### src/common/scc_pkg.sv
/*
 * Shared constants for the serial channel control block: register offsets,
 * control field positions, reset value and counter widths.
 * Assumes byte addressing on the host I/O port with one 32-bit word per register.
 */
package scc_pkg;
    localparam int SCC_ADDR_W = 6;
    localparam int SCC_CNT_W = 16;
    localparam int SCC_PADDR_W = 16;
    localparam int SCC_OFF_W = 3;

    localparam logic [5:0] SCC_CTRL_OFS = 6'h20;
    localparam logic [5:0] SCC_PLAY1_CNT_OFS = 6'h24;
    localparam logic [5:0] SCC_PLAY2_CNT_OFS = 6'h28;
    localparam logic [5:0] SCC_REC_CNT_OFS = 6'h2C;

    localparam logic [31:0] SCC_CTRL_RST = 32'hFF800000;
    localparam logic [8:0] SCC_CTRL_ONES = 9'h1FF;
    localparam int SCC_CTRL_STORE_W = 23;

    localparam int SCC_TEST_CLK_BIT = 22;
    localparam int SCC_END_OFS_LSB = 19;
    localparam int SCC_ST_OFS_LSB = 16;
    localparam int SCC_REC_STOP_BIT = 15;
    localparam int SCC_P2_STOP_BIT = 14;
    localparam int SCC_P1_STOP_BIT = 13;
    localparam int SCC_P2_HOLD_BIT = 12;
    localparam int SCC_P1_HOLD_BIT = 11;

    localparam logic [15:0] SCC_CNT_RST = 16'h0000;
endpackage

### src/common/scc_cnt_if.sv
/*
 * Bundle between the control logic and one channel sample counter.
 * Assumes both ends run on the same system clock.
 */
`timescale 1ns/1ps
`default_nettype none
interface scc_cnt_if;
    logic [15:0] preset;
    logic start;
    logic tick;
    logic run;
    logic stop_sel;
    logic [15:0] live;
    logic zero;
    logic stopped;

    modport ctl (output preset, start, tick, run, stop_sel, input live, zero, stopped);
    modport cnt (input preset, start, tick, run, stop_sel, output live, zero, stopped);
endinterface
`default_nettype wire

### src/rtl/scc_counter.sv
/*
 * One channel sample counter: loads the preset on start, counts down once per
 * sample period, flags the zero crossing and then reloads or stops.
 * Assumes tick is a one-cycle pulse in the system clock domain.
 */
`timescale 1ns/1ps
`default_nettype none
module scc_counter (
    input wire logic sys_clk_i, // System clock
    input wire logic nrst_i,    // Async reset, active low
    scc_cnt_if.cnt ch           // Counter bundle
);
    import scc_pkg::*;

    logic [15:0] live_q;
    logic [15:0] live_d;
    logic stopped_q;
    logic stopped_d;
    logic zero_q;
    logic zero_d;
    wire count_step = ch.tick && ch.run && !stopped_q;
    wire at_zero = (live_q == 16'h0000);

    always_comb begin
        live_d = live_q;
        stopped_d = stopped_q;
        zero_d = 1'b0;
        if (ch.start) begin
            live_d = ch.preset;
            stopped_d = 1'b0;
        end else if (count_step) begin
            if (at_zero) begin
                zero_d = 1'b1;
                if (ch.stop_sel) begin
                    stopped_d = 1'b1;
                end else begin
                    live_d = ch.preset;
                end
            end else begin
                live_d = live_q - 16'h0001;
            end
        end
    end

    always_ff @(posedge sys_clk_i or negedge nrst_i) begin
        if (!nrst_i) begin
            live_q <= SCC_CNT_RST;
            stopped_q <= 1'b0;
            zero_q <= 1'b0;
        end else begin
            live_q <= live_d;
            stopped_q <= stopped_d;
            zero_q <= zero_d;
        end
    end

    assign ch.live = live_q;
    assign ch.zero = zero_q;
    assign ch.stopped = stopped_q;
endmodule
`default_nettype wire

### src/rtl/scc_top.sv
/*
 * Serial channel control: control register, three sample count registers,
 * frame clock selection, loop/stop and hold handling for two playback channels
 * and one record channel, and the playback 2 sample address counter.
 * Assumes frame clocks arrive asynchronously from the codec side and that
 * channel enables and the address step come from same-clock logic.
 */
// Notes on behaviour
// - Count registers accept writes in low half only
// - Count register upper half reads live counter
// - Control bits 31:23 read one, unwritable
// - Control resets to FF800000, byte/word/long writes
// - Test bit selects input frame clock everywhere
// - Loop end adds end offset to address
// - Start or restart loads start offset
// - Record count zero: flag, then loop or stop
// - Playback 2 count zero: flag, loop or hold
// - Playback 1 count zero: flag, loop or hold
// - Playback 2 hold repeats last sample per period
// - Bit 11 holds playback 1
// - Playback 1 hold acts on sample boundaries
// - Preset is samples minus one, counted down
`timescale 1ns/1ps
`default_nettype none
module scc_top (
    input wire logic sys_clk_i,                  // System clock, 50 MHz
    input wire logic nrst_i,                     // Async reset, active low
    input wire logic [scc_pkg::SCC_ADDR_W-1:0] reg_addr_i, // Byte address
    input wire logic reg_wr_i,                   // Write strobe
    input wire logic [3:0] reg_be_i,             // Byte enables
    input wire logic [31:0] reg_wdata_i,         // Write data
    input wire logic reg_rd_i,                   // Read strobe
    output logic [31:0] reg_rdata_o,             // Read data, valid cycle after strobe
    input wire logic play1_frame_i,              // Playback 1 frame clock pin
    input wire logic play2_frame_i,              // Playback 2 frame clock pin
    input wire logic rec_frame_i,                // Record frame clock pin
    input wire logic serial_in_frame_i,          // Serial input frame clock pin
    input wire logic play1_en_i,                 // Playback 1 enable
    input wire logic play2_en_i,                 // Playback 2 enable
    input wire logic rec_en_i,                   // Record enable
    input wire logic [2:0] play2_step_i,         // Bytes per playback 2 sample
    output logic play1_advance_o,                // Playback 1 fetch next sample
    output logic play1_repeat_o,                 // Playback 1 repeats last sample
    output logic play1_zero_o,                   // Playback 1 count expired pulse
    output logic play2_advance_o,                // Playback 2 fetch next sample
    output logic play2_repeat_o,                 // Playback 2 repeats last sample
    output logic play2_zero_o,                   // Playback 2 count expired pulse
    output logic [scc_pkg::SCC_PADDR_W-1:0] play2_addr_o, // Playback 2 sample address
    output logic rec_capture_o,                  // Record store sample pulse
    output logic rec_active_o,                   // Record channel running
    output logic rec_zero_o                      // Record count expired pulse
);
    import scc_pkg::*;

    scc_cnt_if p1_if ();
    scc_cnt_if p2_if ();
    scc_cnt_if rc_if ();

    // Registers
    logic [SCC_CTRL_STORE_W-1:0] ctrl_q;
    logic [15:0] p1_preset_q;
    logic [15:0] p2_preset_q;
    logic [15:0] rc_preset_q;
    logic [31:0] rdata_q;

    // Pin synchronisers and edge history
    logic [3:0] frame_s1_q;
    logic [3:0] frame_s2_q;
    logic [2:0] frame_prev_q;
    logic en_prev_q;
    logic en2_prev_q;
    logic enr_prev_q;

    // Channel state
    logic p1_hold_q;
    logic p2_hold_q;
    logic [SCC_PADDR_W-1:0] p2_addr_q;
    logic [SCC_PADDR_W-1:0] p2_addr_d;
    logic p1_adv_q;
    logic p2_adv_q;
    logic rec_cap_q;

    // Register decode
    wire sel_ctrl = (reg_addr_i == SCC_CTRL_OFS);
    wire sel_p1 = (reg_addr_i == SCC_PLAY1_CNT_OFS);
    wire sel_p2 = (reg_addr_i == SCC_PLAY2_CNT_OFS);
    wire sel_rc = (reg_addr_i == SCC_REC_CNT_OFS);
    wire wr_ctrl = reg_wr_i && sel_ctrl;
    wire wr_p1 = reg_wr_i && sel_p1;
    wire wr_p2 = reg_wr_i && sel_p2;
    wire wr_rc = reg_wr_i && sel_rc;

    // Control fields
    wire test_clk = ctrl_q[SCC_TEST_CLK_BIT];
    wire [2:0] end_ofs = ctrl_q[SCC_END_OFS_LSB +: SCC_OFF_W];
    wire [2:0] st_ofs = ctrl_q[SCC_ST_OFS_LSB +: SCC_OFF_W];
    wire rec_stop_sel = ctrl_q[SCC_REC_STOP_BIT];
    wire p2_stop_sel = ctrl_q[SCC_P2_STOP_BIT];
    wire p1_stop_sel = ctrl_q[SCC_P1_STOP_BIT];
    wire p2_hold_sel = ctrl_q[SCC_P2_HOLD_BIT];
    wire p1_hold_sel = ctrl_q[SCC_P1_HOLD_BIT];

    // Merged write data, byte lanes applied
    wire [7:0] ctrl_b0 = reg_be_i[0] ? reg_wdata_i[7:0] : ctrl_q[7:0];
    wire [7:0] ctrl_b1 = reg_be_i[1] ? reg_wdata_i[15:8] : ctrl_q[15:8];
    wire [6:0] ctrl_b2 = reg_be_i[2] ? reg_wdata_i[22:16] : ctrl_q[22:16];
    wire [22:0] ctrl_wr_val = {ctrl_b2, ctrl_b1, ctrl_b0};

    // Read mux; unmapped offsets read as zero
    wire [31:0] ctrl_rd = {SCC_CTRL_ONES, ctrl_q};
    wire [31:0] p1_rd = {p1_if.live, p1_preset_q};
    wire [31:0] p2_rd = {p2_if.live, p2_preset_q};
    wire [31:0] rc_rd = {rc_if.live, rc_preset_q};
    wire [31:0] rd_val = sel_ctrl ? ctrl_rd :
                         sel_p1 ? p1_rd :
                         sel_p2 ? p2_rd :
                         sel_rc ? rc_rd : 32'h00000000;

    // Frame timing; the serial input clock overrides all channels in test mode
    wire [2:0] frame_sync = frame_s2_q[2:0];
    wire [2:0] frame_src = test_clk ? {3{frame_s2_q[3]}} : frame_sync;
    wire [2:0] frame_rise = frame_src & ~frame_prev_q;
    wire p1_tick = frame_rise[0];
    wire p2_tick = frame_rise[1];
    wire rc_tick = frame_rise[2];

    // Channel start on enable rising edge
    wire p1_start = play1_en_i && !en_prev_q;
    wire p2_start = play2_en_i && !en2_prev_q;
    wire rc_start = rec_en_i && !enr_prev_q;

    // Playback moves on only while neither held nor stopped; the hold bit is read
    // at the tick itself, so the first boundary after setting it already repeats
    wire p1_play = play1_en_i && !p1_hold_sel && !p1_if.stopped;
    wire p2_play = play2_en_i && !p2_hold_sel && !p2_if.stopped;
    wire rc_run = rec_en_i && !rc_if.stopped;
    wire p2_loop_end = p2_play && p2_tick && (p2_if.live == 16'h0000) && !p2_stop_sel;

    assign p1_if.preset = p1_preset_q;
    assign p1_if.start = p1_start;
    assign p1_if.tick = p1_tick;
    assign p1_if.run = p1_play;
    assign p1_if.stop_sel = p1_stop_sel;
    assign p2_if.preset = p2_preset_q;
    assign p2_if.start = p2_start;
    assign p2_if.tick = p2_tick;
    assign p2_if.run = p2_play;
    assign p2_if.stop_sel = p2_stop_sel;
    assign rc_if.preset = rc_preset_q;
    assign rc_if.start = rc_start;
    assign rc_if.tick = rc_tick;
    assign rc_if.run = rc_run;
    assign rc_if.stop_sel = rec_stop_sel;

    scc_counter u_cnt_p1 (
        .sys_clk_i (sys_clk_i),
        .nrst_i (nrst_i),
        .ch (p1_if)
    );

    scc_counter u_cnt_p2 (
        .sys_clk_i (sys_clk_i),
        .nrst_i (nrst_i),
        .ch (p2_if)
    );

    scc_counter u_cnt_rc (
        .sys_clk_i (sys_clk_i),
        .nrst_i (nrst_i),
        .ch (rc_if)
    );

    // Playback 2 address; loop end offset relies on software keeping it nonzero
    always_comb begin
        p2_addr_d = p2_addr_q;
        if (p2_start) begin
            p2_addr_d = {13'h0000, st_ofs};
        end else if (p2_loop_end) begin
            p2_addr_d = p2_addr_q + {13'h0000, end_ofs};
        end else if (p2_play && p2_tick) begin
            p2_addr_d = p2_addr_q + {13'h0000, play2_step_i};
        end
    end

    always_ff @(posedge sys_clk_i or negedge nrst_i) begin
        if (!nrst_i) begin
            ctrl_q <= SCC_CTRL_RST[SCC_CTRL_STORE_W-1:0];
        end else if (wr_ctrl) begin
            ctrl_q <= ctrl_wr_val;
        end
    end

    // Only lanes 0 and 1 reach the presets; the upper half is status
    always_ff @(posedge sys_clk_i or negedge nrst_i) begin
        if (!nrst_i) begin
            p1_preset_q <= SCC_CNT_RST;
            p2_preset_q <= SCC_CNT_RST;
            rc_preset_q <= SCC_CNT_RST;
        end else begin
            if (wr_p1 && reg_be_i[0]) p1_preset_q[7:0] <= reg_wdata_i[7:0];
            if (wr_p1 && reg_be_i[1]) p1_preset_q[15:8] <= reg_wdata_i[15:8];
            if (wr_p2 && reg_be_i[0]) p2_preset_q[7:0] <= reg_wdata_i[7:0];
            if (wr_p2 && reg_be_i[1]) p2_preset_q[15:8] <= reg_wdata_i[15:8];
            if (wr_rc && reg_be_i[0]) rc_preset_q[7:0] <= reg_wdata_i[7:0];
            if (wr_rc && reg_be_i[1]) rc_preset_q[15:8] <= reg_wdata_i[15:8];
        end
    end

    always_ff @(posedge sys_clk_i or negedge nrst_i) begin
        if (!nrst_i) begin
            rdata_q <= 32'h00000000;
        end else if (reg_rd_i) begin
            rdata_q <= rd_val;
        end
    end

    // Two flops per frame pin before any edge logic looks at it
    always_ff @(posedge sys_clk_i or negedge nrst_i) begin
        if (!nrst_i) begin
            frame_s1_q <= 4'h0;
            frame_s2_q <= 4'h0;
            frame_prev_q <= 3'h0;
        end else begin
            frame_s1_q <= {serial_in_frame_i, rec_frame_i, play2_frame_i, play1_frame_i};
            frame_s2_q <= frame_s1_q;
            frame_prev_q <= frame_src;
        end
    end

    always_ff @(posedge sys_clk_i or negedge nrst_i) begin
        if (!nrst_i) begin
            en_prev_q <= 1'b0;
            en2_prev_q <= 1'b0;
            enr_prev_q <= 1'b0;
        end else begin
            en_prev_q <= play1_en_i;
            en2_prev_q <= play2_en_i;
            enr_prev_q <= rec_en_i;
        end
    end

    // Hold is sampled only at a sample boundary, so it never splits a sample
    always_ff @(posedge sys_clk_i or negedge nrst_i) begin
        if (!nrst_i) begin
            p1_hold_q <= 1'b0;
            p2_hold_q <= 1'b0;
        end else begin
            if (p1_tick) p1_hold_q <= p1_hold_sel;
            if (p2_tick) p2_hold_q <= p2_hold_sel;
        end
    end

    always_ff @(posedge sys_clk_i or negedge nrst_i) begin
        if (!nrst_i) begin
            p2_addr_q <= 16'h0000;
        end else begin
            p2_addr_q <= p2_addr_d;
        end
    end

    always_ff @(posedge sys_clk_i or negedge nrst_i) begin
        if (!nrst_i) begin
            p1_adv_q <= 1'b0;
            p2_adv_q <= 1'b0;
            rec_cap_q <= 1'b0;
        end else begin
            p1_adv_q <= p1_play && p1_tick;
            p2_adv_q <= p2_play && p2_tick;
            rec_cap_q <= rc_run && rc_tick;
        end
    end

    // Repeat flags and activity come from counter and hold flops
    logic p1_rep_q;
    logic p2_rep_q;
    logic rec_act_q;

    always_ff @(posedge sys_clk_i or negedge nrst_i) begin
        if (!nrst_i) begin
            p1_rep_q <= 1'b0;
            p2_rep_q <= 1'b0;
            rec_act_q <= 1'b0;
        end else begin
            p1_rep_q <= play1_en_i && (p1_hold_q || p1_if.stopped);
            p2_rep_q <= play2_en_i && (p2_hold_q || p2_if.stopped);
            rec_act_q <= rc_run;
        end
    end

    assign reg_rdata_o = rdata_q;
    assign play1_advance_o = p1_adv_q;
    assign play1_repeat_o = p1_rep_q;
    assign play1_zero_o = p1_if.zero;
    assign play2_advance_o = p2_adv_q;
    assign play2_repeat_o = p2_rep_q;
    assign play2_zero_o = p2_if.zero;
    assign play2_addr_o = p2_addr_q;
    assign rec_capture_o = rec_cap_q;
    assign rec_active_o = rec_act_q;
    assign rec_zero_o = rc_if.zero;
endmodule
`default_nettype wire

### config.mk
export PLATFORM = sky130hd
export DESIGN_NAME = scc_top
export DESIGN_NICKNAME = d
export VERILOG_FILES = /design/src/common/scc_pkg.sv /design/src/common/scc_cnt_if.sv /design/src/rtl/scc_counter.sv /design/src/rtl/scc_top.sv
export SDC_FILE = /design/constraint.sdc
export NUM_CORES = 1
export LEC_CHECK = 0
export ABC_AREA = 0
export BUFFER_PORTS_ARGS = -buffer_cell sky130_fd_sc_hd__buf_2
export CAP_MARGIN = 20
export CORE_ASPECT_RATIO = 1.75
export CORE_MARGIN = 2
export CORE_UTILIZATION = 50
export CTS_BUF_LIST = sky130_fd_sc_hd__clkbuf_8 sky130_fd_sc_hd__clkbuf_16
export CTS_CLUSTER_DIAMETER = 30
export DETAILED_ROUTE_END_ITERATION = 10
export GPL_TIMING_DRIVEN = 0
export PLACE_DENSITY = 0.7
export SLEW_MARGIN = 0
export SYNTH_ARGS = -nofsm -noshare
export SYNTH_HDL_FRONTEND = slang
export SYNTH_HIERARCHICAL = 1
export SYNTH_SLANG_ARGS = --single-unit
export TNS_END_PERCENT = 30
### constraint.sdc
create_clock -name sys_clk_i -period 7.7 [get_ports sys_clk_i]
set_input_delay 0.385 -clock sys_clk_i [delete_from_list [all_inputs] [get_ports sys_clk_i]]
set_output_delay 0.385 -clock sys_clk_i [all_outputs]
set_load 0.01 [all_outputs]
==> metrics, run 1 <==
# DRC 0; initial antenna violation count 0; CTS Hold Bufs 0; RePlAce Congestion 0.923; main area contributors after synthesis dfrtp_1 47%, mux2_2 8.8%, mux4_2 3.9%; critical path's largest stage delay ~0.52 ns; # setup viols final 0; 1st-iter DRT viols 735; Fill cells 1742; share of cells above drive strength 1 28.0%; Post-Route WL 31100 µm; clock sinks 195; minimum clock period roughly 4.2 ns; Die Wd roughly 110 µm; cell count after placement 1291; slowest CP cell nor3_1; Synth area leader dfrtp_1; Final Hold Viols 13; Yosys reg bits 195; vias in the first global route 8308; status finished, violations left; Post-CTS Setup Bufs 0; yosys warns 6; Crit. End Element flop; Lkg Pwr 5.22 nW; Netlist Area Pre-Place 0.0103 mm²; P&R area growth vs syn 14.2%; reg2reg start ctrl_q[12]$_DFFE_PN0P_; antenna-violating nets left 0; Inserted Clock Buffers 17; failing checks negative hold slack; setup ws final 3.50 ns; setup_tns 0 ns; Non-Filler Instances about 1.3k; Vias about 8.4k; Synth async-reset ratio 100%; CTS max path bufs 2; mean post-synth cell area about 11 µm²; row count slightly below 70; worst reg-to-reg setup slack 3.50 ns; routed len/inst 23.5 µm; Initial Util 50.9%; total congestion overflow 0; crit-path most repeated cell a21oi_1; PostCTS Resize Cnt 0; Synth Instances 943; sequential-to-total area share from yosys stat 47.3%; pwr dens 227 mW/mm²; Critical Path RT 8.06 ns; Post-DP HPWL 23400 µm; share of the synthesized area in the top cell type 47.3%; syn nets 1009; Synth cell types 67; vias per cell 6.33; Worst-Margin Slew 0.948 ns; Overall Power 0.00268 W; H-tree depth 4; Final nets approximately 1.1k; startpoint types flop; crit-path max FO 10; worst vdd ir about 160 µV; n_diodes 0; port buffer count 99; Fin Hold WS -0.0306 ns; FF-to-FF path depth 11; largest net degree at the start of global routing 112; MaxCap Viol Count 0; CP Buf/Inv Count 2; total die area around 0.022 mm²; clk_lat worst skew 0.44 ns; detailed-router iteration count before antenna repair 5; Most used DFF post-synth dfrtp_1; Worst-path clk slew ~0.080 ns; crit path kind flop to flop; Post-synth EDFFs 0; Root Driver clkbuf_16; Arr. time, crit path 4.57 ns; core footprint 0.0203 mm²; Total GRT Usage between 20 and 30%; final period utilization 54.6%; Max Clock Freq 0.238 GHz; DP Worst Slack 3.53 ns; DIE HEIGHT 194 µm; Max Transition Viols Final 0; relative slew slack 36.6%; first-pass GRT wire length 48300 µm; Worst Hold Class input port to asynchronous set/reset pin; Reg area 0.00488 mm²; area of the multi-input gates about 0.0050 mm²; Setup Skew 0.00887 ns; # IOs 113; CTS tree yes; reg2reg end play2_addr_o[3]$_DFFE_PN0P_; CP cell instances or3b_4 > or3_1 > clkbuf_1 > nor3_1 > mux2_2 > ha_1 > a21o_2 > a21oi_1 > dlygate4sd1_1 > o21ai_0 > a21oi_1; RSZ-0062 raised after global routing false; crit-path leading delay family simple AND/OR/NAND/NOR gates
-- through the flow --
stage,util (%),instance area [µm²]
2_1_floorplan,-,10300
3_3_place_gp,54.9,11100
3_5_place_dp,55.1,11200
4_1_cts,58.1,11800
5_1_grt,58.1,11800
6_report,58.1,11800
-- power breakdown --
group	leakage [nW]	switching, W	internal (W)
combinational	2.37	0.000263	0.000204
clock	0.301	0.000420	0.000523
sequential	2.56	0.000159	0.00111
-- area by class of cell --
cell class	instances	share of cell area, %
Timing Repair Buffer	100	4.52
Buffer	49	2.13
Tap cell	248	2.63
Sequential cell	195	41.4
Clock inverter	15	1.67
Clock buffer	17	3.61
Multi-Input combinational cell	643	42.3
Inverter	56	1.78
-- flip-flops by register name, summed over array words and instances (netlist names), 3 cells and up --
name	cells
frame_s2_q	4
play2_addr_o	16
u_cnt_p2/ch.live	16
reg_rdata_o	32
u_cnt_rc/ch.live	16
p2_if.preset	16
frame_s1_q	4
frame_prev_q	3
ctrl_q	23
u_cnt_p1/ch.live	16
rc_if.preset	16
p1_if.preset	16
-- per-layer routing --
metal  global-route usage, %  up-vias  share of wire [%]
li1                        -     3811                  -
met5                       0        -                  0
met3                    4.10       80                4.6
met4                    15.8        0                5.8
met1                    34.6     4184                 38
met2                    49.9      305                 52
-- Yosys cell counts, types with 9 or more instances --
cell	count
mux4_2	18
a21oi_1	40
nand4_1	26
or4_1	11
dfrtp_1	195
nand2_1	49
a31oi_1	17
o2111ai_1	9
o21ai_0	48
nor2_1	54
inv_1	56
nand3_1	38
mux2_2	81
nor4_1	18
mux2i_1	18
buf_2	14
nor3_1	29
or3_1	13
o31ai_1	9
nor4_4	9
a22oi_1	13
clkbuf_1	19
o221a_1	9
ha_1	9
-- cells in the final DEF (no fill, tap or decap), types with 6 or more instances in the layout --
master / instances
dfrtp_1: 195
buf_2: 112
mux2_2: 81
inv_1: 56
nor2_1: 54
nand2_1: 49
o21ai_0: 48
a21oi_1: 40
nand3_1: 38
nor3_1: 29
nand4_1: 26
clkbuf_1: 19
mux2i_1: 18
nor4_1: 18
mux4_2: 18
a31oi_1: 17
clkbuf_16: 17
or3_1: 13
a22oi_1: 13
or4_1: 11
o2111ai_1: 9
o31ai_1: 9
ha_1: 9
nor4_4: 9
o221a_1: 9
o21a_1: 8
nor3b_1: 7
buf_1: 6
buf_4: 6
nand4_2: 6
or2_2: 6
a222oi_1: 6
o211a_1: 6
o22ai_1: 6
-- worst reg2reg max path: stages (launching register included) --
cell and delay [ns]:
dfrtp_1 0.47, or3b_4 0.47, or3_1 0.37, clkbuf_1 0.21, nor3_1 0.52, mux2_2 0.43
ha_1 0.27, a21o_2 0.21, a21oi_1 0.35, dlygate4sd1_1 0.50, o21ai_0 0.15, a21oi_1 0.17
-- kinds of logic (layout without fill, tap and decap cells) --
kind of cell / after synthesis / after routing / share of synthesized area [%]
flops: 195 / 195 / 47.3
simple gates: 314 / 314 / 18.6
xor+xnor: 1 / 1 / 0.0848
fa+ha+maj: 10 / 10 / 1.28
mux: 118 / 118 / 14.8
compound gates: 200 / 200 / 13.5
buf+inv: 105 / 237 / 4.47
-- worst max-delay path by stage --
stage	slack, ns	cells after the start	start	end
floorplan	4.18	11	ctrl_q[12]$_DFFE_PN0P_	play2_addr_o[12]$_DFFE_PN0P_
global placement	2.93	1	nrst_i	p2_if.preset[1]$_DFFE_PN0P_
detailed placement	3.53	12	play2_en_i	play2_addr_o[7]$_DFFE_PN0P_
CTS	3.53	11	ctrl_q[12]$_DFFE_PN0P_	play2_addr_o[3]$_DFFE_PN0P_
global route	3.42	12	ctrl_q[12]$_DFFE_PN0P_	play2_addr_o[12]$_DFFE_PN0P_
finish	3.50	11	ctrl_q[12]$_DFFE_PN0P_	play2_addr_o[3]$_DFFE_PN0P_
(Power assumes the default switching activity.)
==> run 2: changes to the inputs <==
--- a/config.mk
+++ b/config.mk
@@ -15,7 +15,7 @@
 export CTS_CLUSTER_DIAMETER = 30
 export DETAILED_ROUTE_END_ITERATION = 10
 export GPL_TIMING_DRIVEN = 0
-export PLACE_DENSITY = 0.7
+export PLACE_DENSITY = 0.72
 export SLEW_MARGIN = 0
 export SYNTH_ARGS = -nofsm -noshare
 export SYNTH_HDL_FRONTEND = slang
==> constraint.sdc (replaced) <==
create_clock -name sys_clk_i -period 3.5 [get_ports sys_clk_i]
set_input_delay 0.175 -clock sys_clk_i [delete_from_list [all_inputs] [get_ports sys_clk_i]]
set_output_delay 0.175 -clock sys_clk_i [all_outputs]
set_load 0.01 [all_outputs]
==> metrics, run 2 (synthesized netlist as in run 1, its figures left out) <==
Worst Hold Class input port to flop; CP Buf/Inv Count 1 (-1); clock sinks 195 (unchanged); FF-to-FF path depth 10 (-1); port buffer count 99 (unchanged); core footprint 0.0203 mm² (unchanged); Worst Setup SP ctrl_q[12]$_DFFE_PN0P_; clk_lat worst skew 0.45 ns (about the same); setup ws final -0.0235 ns (-3.52 ns); CTS tree yes; first-pass GRT wire length 48400 µm (+0.22%); routed len/inst 23.2 µm (-1.0%); crit-path leading delay family simple AND/OR/NAND/NOR gates; CP cell instances or3b_4 > or3_4 > nor3_4 > mux2_4 > ha_4 > a21oi_2 > or4_4 > buf_6 > or4_4 > a21oi_2; Final Hold Viols 0 (-13); share of cells above drive strength 1 28.5% (+0.45 points); setup_tns -0.0308 ns (-0.0308 ns); Lkg Pwr 5.35 nW (+2.5%); MaxCap Viol Count 0 (unchanged); slowest CP cell or3b_4; relative slew slack 36.7% (+0.11 points); Worst-Margin Slew 0.946 ns (-0.00164 ns); RePlAce Congestion 0.969 (+5.1%); Inserted Clock Buffers 17 (unchanged); worst reg-to-reg setup slack -0.02 ns (-3.52 ns); largest net degree at the start of global routing 106 (-5.4%); Arr. time, crit path 3.90 ns (-0.67 ns); vias per cell 6.33 (about the same); Max Transition Viols Final 0 (unchanged); Final nets 1153 (+2.2%); total die area 0.0219 mm² (unchanged); reg2reg end play2_addr_o[14]$_DFFE_PN0P_; Fin Hold WS 0.0134 ns (+0.0440 ns); detailed-router iteration count before antenna repair 7 (+2); Die Wd 113 µm (unchanged); critical path's largest stage delay 0.45 ns (-0.07 ns); crit path kind flop to flop; Crit. End Element flop; max reg flops 32 (unchanged); n_diodes 0 (unchanged); final period utilization 101% (+46 points); Root Driver clkbuf_16; Max Clock Freq 0.284 GHz (+19%); Critical Path RT 3.87 ns (-4.19 ns); Vias 8531 (+1.8%); Worst-path clk slew 0.07 ns (about the same); 1st-iter DRT viols 889 (+21%); Setup Skew 0.00908 ns (+0.000213 ns); # setup viols final 2 (+2); Post-DP HPWL 22800 µm (-2.4%); Initial Util 50.9% (unchanged); Post-Route WL 31300 µm (+0.82%); status finished, violations left; initial antenna violation count 0 (unchanged); CTS max path bufs 2 (unchanged); RSZ-0062 raised after global routing true; most frequent cells in the layout 194 x dfrtp_1, 112 x buf_2, 79 x mux2_2; total congestion overflow 0 (unchanged); # DRC 0 (unchanged); Total GRT Usage 28.9% (-0.13 points); antenna-violating nets left 0 (unchanged); pwr dens 478 mW/mm² (+110%); failing checks negative setup slack; DIE HEIGHT 194 µm (unchanged); crit-path max FO 5 (-5); commonest non-fill, non-tap cell in the layout dfrtp_1; startpoint types flop; row count 69 (unchanged); # IOs 113 (unchanged); worst vdd ir 319 µV (+98%); WP depth 10 (-1); P&R area growth vs syn 16.9%; vias in the first global route 8417 (+1.3%); minimum clock period 3.52 ns (-0.681 ns); reg2reg start ctrl_q[12]$_DFFE_PN0P_; H-tree depth 4 (unchanged); crit path to play2_addr_o[14]$_DFFE_PN0P_
-- run 2: cell types whose count changed in the layout (fill, tap and decap cells not counted), moves of 3 or more --
cell	change
inv_8	-3
a21oi_1	-4
inv_6	-3
or4_1	-3
buf_4	+5
a21oi_2	+3
or4_4	+3
dlygate4sd3_1	+21
inv_1	+7
-- run 2: repair_timing --
action	in CTS	in global routing
resized for setup	11	9
setup buffers	2	3
hold endpoints to repair	119	0
setup endpoints to repair	13	7
hold buffers	21	0
pin swaps	3	6
gates cloned	0	1
-- run 2: how the worst min path moves through the flow --
stage	endpoint	startpoint	slack (ns)	cells past startpoint
6_report	p2_if.preset[4]$_DFFE_PN0P_	reg_wdata_i[4]	0.01	2
3_5_place_dp	play2_addr_o[9]$_DFFE_PN0P_	nrst_i	0.25	1
2_1_floorplan	ctrl_q[0]$_DFFE_PN0P_	nrst_i	-0.12	0
4_1_cts	p2_if.preset[4]$_DFFE_PN0P_	reg_wdata_i[4]	0.0002	2
3_3_place_gp	frame_s1_q[3]$_DFF_PN0_	serial_in_frame_i	0.28	1
5_1_grt	ctrl_q[12]$_DFFE_PN0P_	reg_wdata_i[12]	0.008	2
-- run 2: per-layer routing --
metal,vias to the layer above,global-route usage (%),routed length (µm)
met5,-,0,0
met4,0,15.8,1590
met3,77,3.75,1550
met2,357,51.3,16700
met1,4260,33.1,11500
li1,3837,-,-
-- run 2: layout make-up --
| cell class | instances | area [µm²] |
|---|---|---|
| well taps | 248 | 310 |
| multi-input cells | 643 | 5070 |
| plain buffers | 47 | 245 |
| fillers | 1696 | 8220 |
| clock inverters | 14 | 126 |
| repair buffers | 127 | 786 |
| flip-flops and latches | 195 | 4880 |
| clock buffers | 18 | 439 |
| inverters | 56 | 210 |
-- run 2: metrics by stage --
| stage | setup slack (ns) | area, µm² | std cells | utilization, % | total power (W) |
|---|---|---|---|---|---|
| 6_report | -0.0235 | 12100 | 1348 | 59.5 | 0.00577 |
| 5_1_grt | -0.0671 | 12100 | 1348 | 59.5 | 0.00601 |
| 4_1_cts | -0.0232 | 12000 | 1345 | 59.2 | 0.00576 |
| 3_5_place_dp | -0.539 | 11200 | 1291 | 55.1 | 0.00383 |
| 3_3_place_gp | -1.08 | 11100 | 1290 | 54.9 | 0.00381 |
| 2_1_floorplan | 0.0625 | 10300 | 943 | - | 0.00341 |
-- run 2: power breakdown --
part | internal [W] | total, W | switching [W]
combinational | 0.000479 | 0.00106 | 0.000586
clock | 0.00106 | 0.00191 | 0.000859
sequential | 0.00245 | 0.00279 | 0.000347
